$ cat src/rtl/hns_map.svh
// Constants of the host notify sequencer: pin codes, timing counts.
// Assumes a 100 MHz core clock; included by hns_top, hns_monitor and the testbench.
`ifndef HNS_MAP_SVH
`define HNS_MAP_SVH
// Core clock period in ns
`define HNS_CLK_NS 10
// Aux pin function code selecting the power-request output
`define HNS_AUX_PWR_REQ 3'h5
// Halt value written by the core after the pulse
`define HNS_HALT_VAL 8'h04
// Power-request settle time, ms, and its cycle count
`define HNS_PWR_WAIT_MS 200
`define HNS_PWR_WAIT_CYC (`HNS_PWR_WAIT_MS * 1000000 / `HNS_CLK_NS)
// Halt timeout, ms, and its cycle count
`define HNS_HALT_TMO_MS 2048
`define HNS_HALT_TMO_CYC (`HNS_HALT_TMO_MS * 1000000 / `HNS_CLK_NS)
// Interrupt pulse widths in us, short and long
`define HNS_IRQ_SHORT_US 64
`define HNS_IRQ_LONG_US 256
`define HNS_IRQ_SHORT_CYC (`HNS_IRQ_SHORT_US * 1000 / `HNS_CLK_NS)
`define HNS_IRQ_LONG_CYC (`HNS_IRQ_LONG_US * 1000 / `HNS_CLK_NS)
`endif

$ cat src/rtl/hns_pkg.sv
// Types of the host notify sequencer.
// Assumes nothing beyond the map header.
package hns_pkg;
   // One-hot sequencer states
   typedef enum logic [9:0] {
      ST_MEAS = 10'h001, // Sensor measurement
      ST_ALGO = 10'h002, // Pressure change algorithm
      ST_SLEEP = 10'h004, // Deep sleep, period filler
      ST_SELFT = 10'h008, // Self-test, outside the period
      ST_SPIEN = 10'h010, // Enable SPI client
      ST_PWRW = 10'h020, // Power request settle
      ST_PULSE = 10'h040, // Interrupt pulse
      ST_HALT = 10'h080, // Write halt register
      ST_WAIT = 10'h100, // Wait for clear or timeout
      ST_CMD = 10'h200 // Execute host commands
   } hns_state_e;
   // Counter type, wide enough for the halt timeout
   typedef logic [31:0] hns_cnt_t;
endpackage : hns_pkg

$ cat src/rtl/hns_top.sv
// Sequencer for the periodic cycle and host notification handshake.
// Assumes measurement, algorithm, self-test and command units handshake by
// start pulses and done levels on the same clock; the SPI client sits outside.
//
// Contract
// - Period is measure, algorithm, then sleep
// - Self-test runs between periods, uncounted
// - Pulse interrupt, wait clear or 2048 ms
// - After host clear, run queued commands
// - Pulse width chosen by configuration bit
// - On timeout, skip commands, enter sleep
// - Power-request pin driven before pulse when selected
// - Power request then 200 ms before pulse
// - Enable SPI client before the pulse
// - Write non-zero halt value after pulse
`include "hns_map.svh"
module hns_top #(
   // Power-request settle and halt timeout; a bench may shorten both
   parameter hns_pkg::hns_cnt_t PWR_CYC = 32'(`HNS_PWR_WAIT_CYC),
   parameter hns_pkg::hns_cnt_t TMO_CYC = 32'(`HNS_HALT_TMO_CYC)
) (
   input wire logic i_core_clk,
   input wire logic i_resetn,
   input wire logic [15:0] i_sleep_cycles, // Sleep length, sets period
   input wire logic i_selftest_due, // Self-test owed before next period
   input wire logic i_event_pending, // Event needs host attention
   input wire logic i_meas_done, // Measurement unit finished
   input wire logic i_algo_done, // Change algorithm finished
   input wire logic i_selftest_done, // Self-test finished
   input wire logic i_cmd_done, // Command unit finished
   input wire logic i_irq_pulse_width_sel, // 1 selects long pulse
   input wire logic i_irq_polarity_sel, // 1 makes pulse high
   input wire logic [2:0] i_aux_pin_function_sel, // Aux pin function
   input wire logic i_halt_clear, // Host wrote zero to halt reg
   output logic o_meas_start,
   output logic o_algo_start,
   output logic o_selftest_start,
   output logic o_cmd_start,
   output logic o_deep_sleep_state,
   output logic o_spi_enable,
   output logic o_power_request_pin,
   output logic o_irq_pin,
   output logic [7:0] o_core_halt_reg,
   output logic o_timeout_flag // Last wait ended on timeout
);
   // Counts as constants of the counter width
   localparam hns_pkg::hns_cnt_t SHORT_CYC = 32'(`HNS_IRQ_SHORT_CYC);
   localparam hns_pkg::hns_cnt_t LONG_CYC = 32'(`HNS_IRQ_LONG_CYC);

   hns_pkg::hns_state_e state_q, state_d; // Sequencer state
   hns_pkg::hns_cnt_t cnt_q, cnt_d; // Shared phase counter
   logic meas_q, meas_d;
   logic algo_q, algo_d;
   logic st_q, st_d;
   logic cmd_q, cmd_d;
   logic sleep_q, sleep_d;
   logic spi_q, spi_d;
   logic pwr_q, pwr_d;
   logic irq_q, irq_d;
   logic [7:0] halt_q, halt_d;
   logic tmo_q, tmo_d;
   // Sticky latch of the host clear so a one-cycle write is never missed
   logic clr_seen_q, clr_seen_d;

   // Phase ends when the next count reaches its limit; shared by all timed phases
   function automatic logic count_done(input hns_pkg::hns_cnt_t cnt,
      input hns_pkg::hns_cnt_t lim);
      count_done = (cnt + 32'h1 >= lim);
   endfunction : count_done

   // Next-state logic of the whole sequence
   always_comb
   begin
      state_d = state_q;
      cnt_d = cnt_q + 32'h1;
      meas_d = 1'b0;
      algo_d = 1'b0;
      st_d = 1'b0;
      cmd_d = 1'b0;
      sleep_d = sleep_q;
      spi_d = spi_q;
      pwr_d = pwr_q;
      irq_d = ~i_irq_polarity_sel; // Idle level follows polarity
      halt_d = halt_q;
      tmo_d = tmo_q;
      clr_seen_d = clr_seen_q | i_halt_clear;
      case (state_q)
         hns_pkg::ST_MEAS:
         begin
            // Algorithm starts once measurement completes
            if (i_meas_done)
            begin
               state_d = hns_pkg::ST_ALGO;
               algo_d = 1'b1;
            end
         end
         hns_pkg::ST_ALGO:
         begin
            if (i_algo_done)
            begin
               cnt_d = 32'h0;
               if (i_event_pending)
               begin
                  state_d = hns_pkg::ST_SPIEN;
                  spi_d = 1'b1;
               end
               else
               begin
                  state_d = hns_pkg::ST_SLEEP;
                  sleep_d = 1'b1;
               end
            end
         end
         hns_pkg::ST_SLEEP:
         begin
            // Only the sleep length differs between periods
            if (count_done(cnt_q, {16'h0, i_sleep_cycles}))
            begin
               sleep_d = 1'b0;
               if (i_selftest_due)
               begin
                  state_d = hns_pkg::ST_SELFT;
                  st_d = 1'b1;
               end
               else
               begin
                  state_d = hns_pkg::ST_MEAS;
                  meas_d = 1'b1;
               end
            end
         end
         hns_pkg::ST_SELFT:
         begin
            // Self-test sits after sleep, so no period counter sees it
            if (i_selftest_done)
            begin
               state_d = hns_pkg::ST_MEAS;
               meas_d = 1'b1;
            end
         end
         hns_pkg::ST_SPIEN:
         begin
            // SPI client is on one cycle before anything else moves
            cnt_d = 32'h0;
            if (i_aux_pin_function_sel == `HNS_AUX_PWR_REQ)
            begin
               state_d = hns_pkg::ST_PWRW;
               pwr_d = 1'b1;
            end
            else
            begin
               state_d = hns_pkg::ST_PULSE;
               irq_d = i_irq_polarity_sel;
            end
         end
         hns_pkg::ST_PWRW:
         begin
            if (count_done(cnt_q, PWR_CYC))
            begin
               state_d = hns_pkg::ST_PULSE;
               cnt_d = 32'h0;
               irq_d = i_irq_polarity_sel;
            end
         end
         hns_pkg::ST_PULSE:
         begin
            irq_d = i_irq_polarity_sel;
            if (count_done(cnt_q, i_irq_pulse_width_sel ? LONG_CYC : SHORT_CYC))
            begin
               irq_d = ~i_irq_polarity_sel;
               state_d = hns_pkg::ST_HALT;
            end
         end
         hns_pkg::ST_HALT:
         begin
            // Core halts only after the line is idle, avoiding contention
            halt_d = `HNS_HALT_VAL;
            clr_seen_d = 1'b0;
            cnt_d = 32'h0;
            state_d = hns_pkg::ST_WAIT;
         end
         hns_pkg::ST_WAIT:
         begin
            if (clr_seen_q)
            begin
               // Host cleared halt in its last transfer
               halt_d = 8'h00;
               tmo_d = 1'b0;
               state_d = hns_pkg::ST_CMD;
               cmd_d = 1'b1;
            end
            // A clear arriving on the last cycle still wins over the timeout
            else if (!i_halt_clear && count_done(cnt_q, TMO_CYC))
            begin
               halt_d = 8'h00;
               tmo_d = 1'b1;
               spi_d = 1'b0;
               pwr_d = 1'b0;
               cnt_d = 32'h0;
               state_d = hns_pkg::ST_SLEEP;
               sleep_d = 1'b1;
            end
         end
         hns_pkg::ST_CMD:
         begin
            if (i_cmd_done)
            begin
               spi_d = 1'b0;
               pwr_d = 1'b0;
               cnt_d = 32'h0;
               state_d = hns_pkg::ST_SLEEP;
               sleep_d = 1'b1;
            end
         end
         default:
         begin
            state_d = hns_pkg::ST_MEAS;
            meas_d = 1'b1;
         end
      endcase
   end

   // Registers only; reset starts in sleep with the counter cleared
   always_ff @(posedge i_core_clk or negedge i_resetn)
   begin
      if (!i_resetn)
      begin
         state_q <= hns_pkg::ST_SLEEP;
         cnt_q <= 32'h0;
         meas_q <= 1'b0;
         algo_q <= 1'b0;
         st_q <= 1'b0;
         cmd_q <= 1'b0;
         sleep_q <= 1'b1;
         spi_q <= 1'b0;
         pwr_q <= 1'b0;
         irq_q <= 1'b0;
         halt_q <= 8'h00;
         tmo_q <= 1'b0;
         clr_seen_q <= 1'b0;
      end
      else
      begin
         state_q <= state_d;
         cnt_q <= cnt_d;
         meas_q <= meas_d;
         algo_q <= algo_d;
         st_q <= st_d;
         cmd_q <= cmd_d;
         sleep_q <= sleep_d;
         spi_q <= spi_d;
         pwr_q <= pwr_d;
         irq_q <= irq_d;
         halt_q <= halt_d;
         tmo_q <= tmo_d;
         clr_seen_q <= clr_seen_d;
      end
   end

   // Outputs straight from flip-flops
   assign o_meas_start = meas_q;
   assign o_algo_start = algo_q;
   assign o_selftest_start = st_q;
   assign o_cmd_start = cmd_q;
   assign o_deep_sleep_state = sleep_q;
   assign o_spi_enable = spi_q;
   assign o_power_request_pin = pwr_q;
   assign o_irq_pin = irq_q;
   assign o_core_halt_reg = halt_q;
   assign o_timeout_flag = tmo_q;
endmodule : hns_top

$ cat config.mk
export PLATFORM = sky130hd
export DESIGN_NAME = hns_top
export DESIGN_NICKNAME = d
export VERILOG_FILES = /design/src/rtl/hns_pkg.sv /design/src/rtl/hns_top.sv
export VERILOG_INCLUDE_DIRS = /design/src /design/src/rtl
export SDC_FILE = /design/constraint.sdc
export NUM_CORES = 1
export LEC_CHECK = 0
export BUFFER_PORTS_ARGS = -buffer_cell sky130_fd_sc_hd__buf_4
export CAP_MARGIN = 0
export CORE_MARGIN = 3
export CORE_UTILIZATION = 50
export CTS_BUF_LIST = sky130_fd_sc_hd__clkbuf_4 sky130_fd_sc_hd__clkbuf_8
export CTS_CLUSTER_DIAMETER = 50
export DETAILED_ROUTE_END_ITERATION = 7
export HOLD_SLACK_MARGIN = 0.05
export PLACE_DENSITY = 0.73
export RECOVER_POWER = 25
export SLEW_MARGIN = 5
export SYNTH_ARGS = -nofsm -noshare
export SYNTH_HDL_FRONTEND = slang
export SYNTH_SLANG_ARGS = --single-unit
$ cat constraint.sdc
create_clock -name i_core_clk -period 3.24 [get_ports i_core_clk]
set_input_delay 0.162 -clock i_core_clk [delete_from_list [all_inputs] [get_ports i_core_clk]]
set_output_delay 0.162 -clock i_core_clk [all_outputs]
set_load 0.01 [all_outputs]
* Word level (Yosys, flattened, before mapping)
Index checks and enable logic that the tools add are counted.
** Operators by class
- Add/subtract/negate cells :: 1
- Bitwise logic cells :: 2
- Reduce and logical (&&, ||, !) cells :: 15
- Multiplexer cells :: 55
- Equal/unequal tests :: 24
- Magnitude comparators :: 4
** Operators by type and width (number)
- two-way mux 32 bit :: 5
- case mux 32 bit (5 select lines) :: 1
- case mux 10 bit (10 select lines) :: 1
- two-way mux 10 bit :: 9
- adder 32 x 1 -> 32 bit (second input constant) :: 1
- greater-or-equal comparator 32 x 15 -> 1 bit :: 1
- greater-or-equal comparator 32 x 16 -> 1 bit :: 1
- greater-or-equal comparator 32 x 25 -> 1 bit (second input constant) :: 1
- greater-or-equal comparator 32 x 28 -> 1 bit (second input constant) :: 1
- two-way mux 1 bit :: 27
- inequality test 2 bit (second input constant) :: 12
- two-way mux 8 bit :: 2
- case mux 8 bit (2 select lines) :: 1
- two-way mux 15 bit :: 1
- case mux 1 bit (3 select lines) :: 4
- == test 10 x 1 -> 1 bit (second input constant) :: 1
- == test 10 bit (second input constant) :: 1
- == test 10 x 2 -> 1 bit (second input constant) :: 1
- == test 10 x 3 -> 1 bit (second input constant) :: 1
- == test 10 x 4 -> 1 bit (second input constant) :: 1
- == test 10 x 5 -> 1 bit (second input constant) :: 1
- == test 10 x 6 -> 1 bit (second input constant) :: 1
- == test 10 x 7 -> 1 bit (second input constant) :: 1
- == test 10 x 8 -> 1 bit (second input constant) :: 1
- 21 further kinds :: 24
** Storage, ports and cells
- Bits in registers :: 60
- Bits of input ports :: 30
- Output and inout bits :: 17
- Logic and storage cells :: 114

* Longest topological paths before layout
- Word-level depth :: 6
- Mapped depth :: 14
- Mapped depth without buffers :: 14

* Worst setup path before layout
Ideal clock, no wire load.
- Kind :: register to register
- From :: register cnt_q[4]
- To :: register irq_q, in the netlist o_irq_pin
- Arrival time :: 2.975 ns
- Path buffers :: 1
- Data required time :: 3.102 ns
- Setup slack :: 0.127 ns
- Cell stages (with the launch flop) :: 11
- Cell sequence :: dfrtp_1 -> nand3_2 -> buf_6 -> or4_4 -> nor4_4 -> mux2i_1 -> nand3_2 -> nor4_2 -> nand3b_1 -> a2111oi_0 -> a31oi_1
** Between the ends
- Word-level cells in the longest chain between the ends :: 4
- Elaborated cells on any way between the ends :: 6
** Ends and longest elaborated chain
- from (decl) :: RTL line hns_top.sv:51 : hns_pkg::hns_cnt_t cnt_q, cnt_d;
- from (signal assigned) :: RTL line hns_top.sv:245 : cnt_q <= cnt_d;
- adder 32 x 1 -> 32 bit * :: RTL line hns_top.sv:68 : count_done = (cnt + 32'h1 >= lim);
- greater-or-equal comparator 32 x 15 -> 1 bit or greater-or-equal comparator 32 x 25 -> 1 bit (tied branches) :: RTL line hns_top.sv:68
- two-way mux 1 bit, on equally long branches :: RTL line hns_top.sv:168, hns_top.sv:158
- case mux 1 bit (3 select lines) * :: RTL line hns_top.sv:87 : case (state_q)
- named net irq_d :: RTL line hns_top.sv:59 : logic irq_q, irq_d;
- to (signal assigned) :: RTL line hns_top.sv:253 : irq_q <= irq_d;
- to (decl) :: RTL line hns_top.sv:59
Mark *: on every way through the listed nets, which the timed path passes. The rest lies on a longest branch.
A chain may end at the register's enable or synchronous reset.

* Worst setup path after layout
- From :: register cnt_q[1]
- To :: register irq_q, in the netlist o_irq_pin
Same word-level chain as after synthesis.

==> results.py <==
metrics = {
    "route": {
        "drt_iter0_drc": 189,
        "vias": 3630,
        "drtPass1Iterations": 5,
        "drc_errors": 0,
        "via_per_inst": 5.81,
        "routed_wl_mm": 9.81,
        "wl_per_cell_microns": 15.7,
        "ant_nets": 0,
    },
    "place": {
        "place_ws_ps": -90.8,
        "place_hpwl_mm": 7.23,
        "dp_cells": 603,
        "io_buffer_count": 39,
        "gp_congestion": 0.933,
        "post_dp_cell_area_sq_um": 4530,
    },
    "synthesis": {
        "yosysTopAreaCellShare_pct": 31.9,
        "netlist_area_sq_um": 4000,
        "synth_area_leaders": "dfrtp_1 32%, ha_1 7.5%, nor2_1 4.6%, xnor2_1 3.5%, inv_1 3.1%",
        "yosysMostFrequentCell": "dfrtp_1",
        "synth_seq_cells": 53,
        "ys_warn_count": 0,
        "yosysSeqAreaShare_pct": 33.2,
        "syn_avg_cell_area_sq_um": 8.81,
        "synth_common_cells": "51 x dfrtp_1, 49 x nor2_1, 33 x inv_1",
        "synth.largest_area_cell": "dfrtp_1",
        "synthArstFlopShare_pct": 100,
        "netlist_instances": 454,
        "synth_edf_count": 0,
        "synth.distinct_cells": 72,
        "synthFlopType": "dfrtp_1",
    },
    "clock_network": {
        "cts_buffer_depth": 2,
        "clkTransAtPathRegs_ps": 100,
        "clock_sinks": 53,
        "cts_tree": "done",
        "htreeDepth": 2,
        "numCtsBuffers": 5,
        "clk_latency_ps": 310,
        "clockRootBuffer": "clkbuf_8",
    },
    "power": {
        "powerDensity_nw_per_um2": 699,
        "vdd_drop_max_mv": 0.484,
        "p_leak_uw": 0.00234,
    },
    "final_layout": {
        "area_delta_synth_final_pct": 22.3,
        "drive_gt1_share_pct": 26.2,
        "num_antenna_cells": 0,
        "top_regs": "cnt_q: 32 flops, state_q: 10 flops",
        "fin_nets": 579,
        "largest_reg_flops": 32,
        "largest-register": "cnt_q",
        "design_area_sq_um": 4890,
        "layout.cells.non_filler": 625,
    },
    "setup_path": {
        "critPathLaunchType": "flip-flop",
        "crit_buf_inv": 0,
        "required_ps": 3430,
        "path_cells": "ha_2, nand3_1, or4_4, xnor2_2, ha_1, nand4_1, nor4_2, nand4_1, and4_4, nand3b_1, a2111oi_2, a31oi_1",
        "cp_top_family": "simple AND/OR/NAND/NOR gates",
        "worstPathArrival_ps": 3300,
        "critPathMaxStageDelay_ps": 460,
        "cpMostUsedCell": "nand4_1",
        "critPathSlowestCell": "or4_4",
        "critical_path_class": "reg -> reg",
        "critPathCaptureType": "flip-flop",
        "cp_max_fo": 5,
    },
    "die": {
        "fp.dieArea_sq_um": 9110,
        "start_util_pct": 53.4,
        "core_area_sq_um": 7490,
        "die_w_microns": 95.4,
        "io-pin-count": 47,
        "fp-row-count": 31,
        "chipHeight_microns": 95.4,
    },
    "timing": {
        "worstMarginPinSlew_ps": 1310,
        "fin_crit_ps": 3110,
        "hold_viol_final": 0,
        "skew_ps": 6.01,
        "setup_violations": 0,
        "fin_ws_ps": 129,
        "slew_headroom_pct": 12.4,
        "post-route-period-util_pct": 96.0,
        "tns_ps": 0,
        "drv_slew": 0,
        "rsz0062_at_grt": "yes",
        "maxClockFrequency_mhz": 321,
    },
    "grt": {
        "grt_usage_pct": 22.4,
        "grt_max_degree": 54,
        "antenna_found_initial": 0,
        "gr-total-overflow": 0,
        "grt_pass1_vias": 3468,
        "grt_pass1_wl_mm": 16.3,
    },
    "status": {
        "status": "finished, final reports clean",
    },
    "job": {
        "cap_violations": 0,
    },
    "min_path": {
        "hold_class": "in -> reg",
    },
}
per-layer routing:
metal | wire length [microns] | GRT usage [%] | vias to the layer above
li1 | - | - | 1761
met1 | 4210 | 29.6 | 1744
met2 | 5040 | 39.4 | 111
met3 | 450 | 2.84 | 14
met4 | 108 | 4.74 | 0
met5 | 0 | 0 | -
stage by stage:
step	utilization, %	hold WS (ps)	power (uW)
after floorplan	-	-134	2260
after global placement	60.5	245	2700
after detailed placement	60.5	253	2770
after CTS	62.9	52.3	3310
after global routing	65.3	74.0	3700
final	65.3	59.0	3420
cells by family after synthesis:
group / synth area share [%]
adders and majority gates: 7.51
muxes: 0.250
AOI/OAI and AO/OA: 15.8
DFF: 33.2
xor gates and xnor gates: 6.57
buffers and inverters: 7.26
other: 0.0938
and+or+nand+nor: 29.3
where the power goes:
part / switching [uW] / internal (uW) / total, uW
combinational: 936 / 841 / 1780
sequential: 280 / 873 / 1150
clock: 236 / 252 / 488
repair_timing:
item                                   in CTS  in global routing
gates resized for setup                     5                 22
pin swaps                                   1                  7
setup endpoints to repair                   3                 38
setup buffers                               1                 11
hold buffers                                2                  0
cloned                                      0                  0
endpoints found under the hold margin      52                  0
final cells by class:
| cell class | count | area (sq um) |
|---|---|---|
| multi-input combinational | 348 | 2530 |
| inverter | 33 | 124 |
| sequential | 53 | 1330 |
| clock buffer | 6 | 82.6 |
| clock inverter | 2 | 37.5 |
| fill | 587 | 2590 |
| timing repair buffer | 84 | 658 |
| tap | 99 | 124 |
placed cells by master (no fill, tap or decap), drive strengths merged, types with 16 or more instances in the layout:
master	count
dfrtp	51
nor2	50
inv	33
ha	24
buf	81
nand3	19
nand2	29
xnor2	16
nand4	17
path summary, 6_finish.rpt:
check	from	end	slack [ps]	depth (start not counted)
setup / recovery	cnt_q[1]	o_irq_pin	130	12
hold / removal	i_selftest_due	o_meas_start	60	2
setup reg to reg	cnt_q[1]	o_irq_pin	130	12
hold reg to reg	clr_seen_q	state_q[8]	520	1
max in group asynchronous	i_resetn	cnt_q[3]	1690	2
min in group asynchronous	i_resetn	cnt_q[18]	660	2
Note: power is estimated with default switching activity, not from simulation.
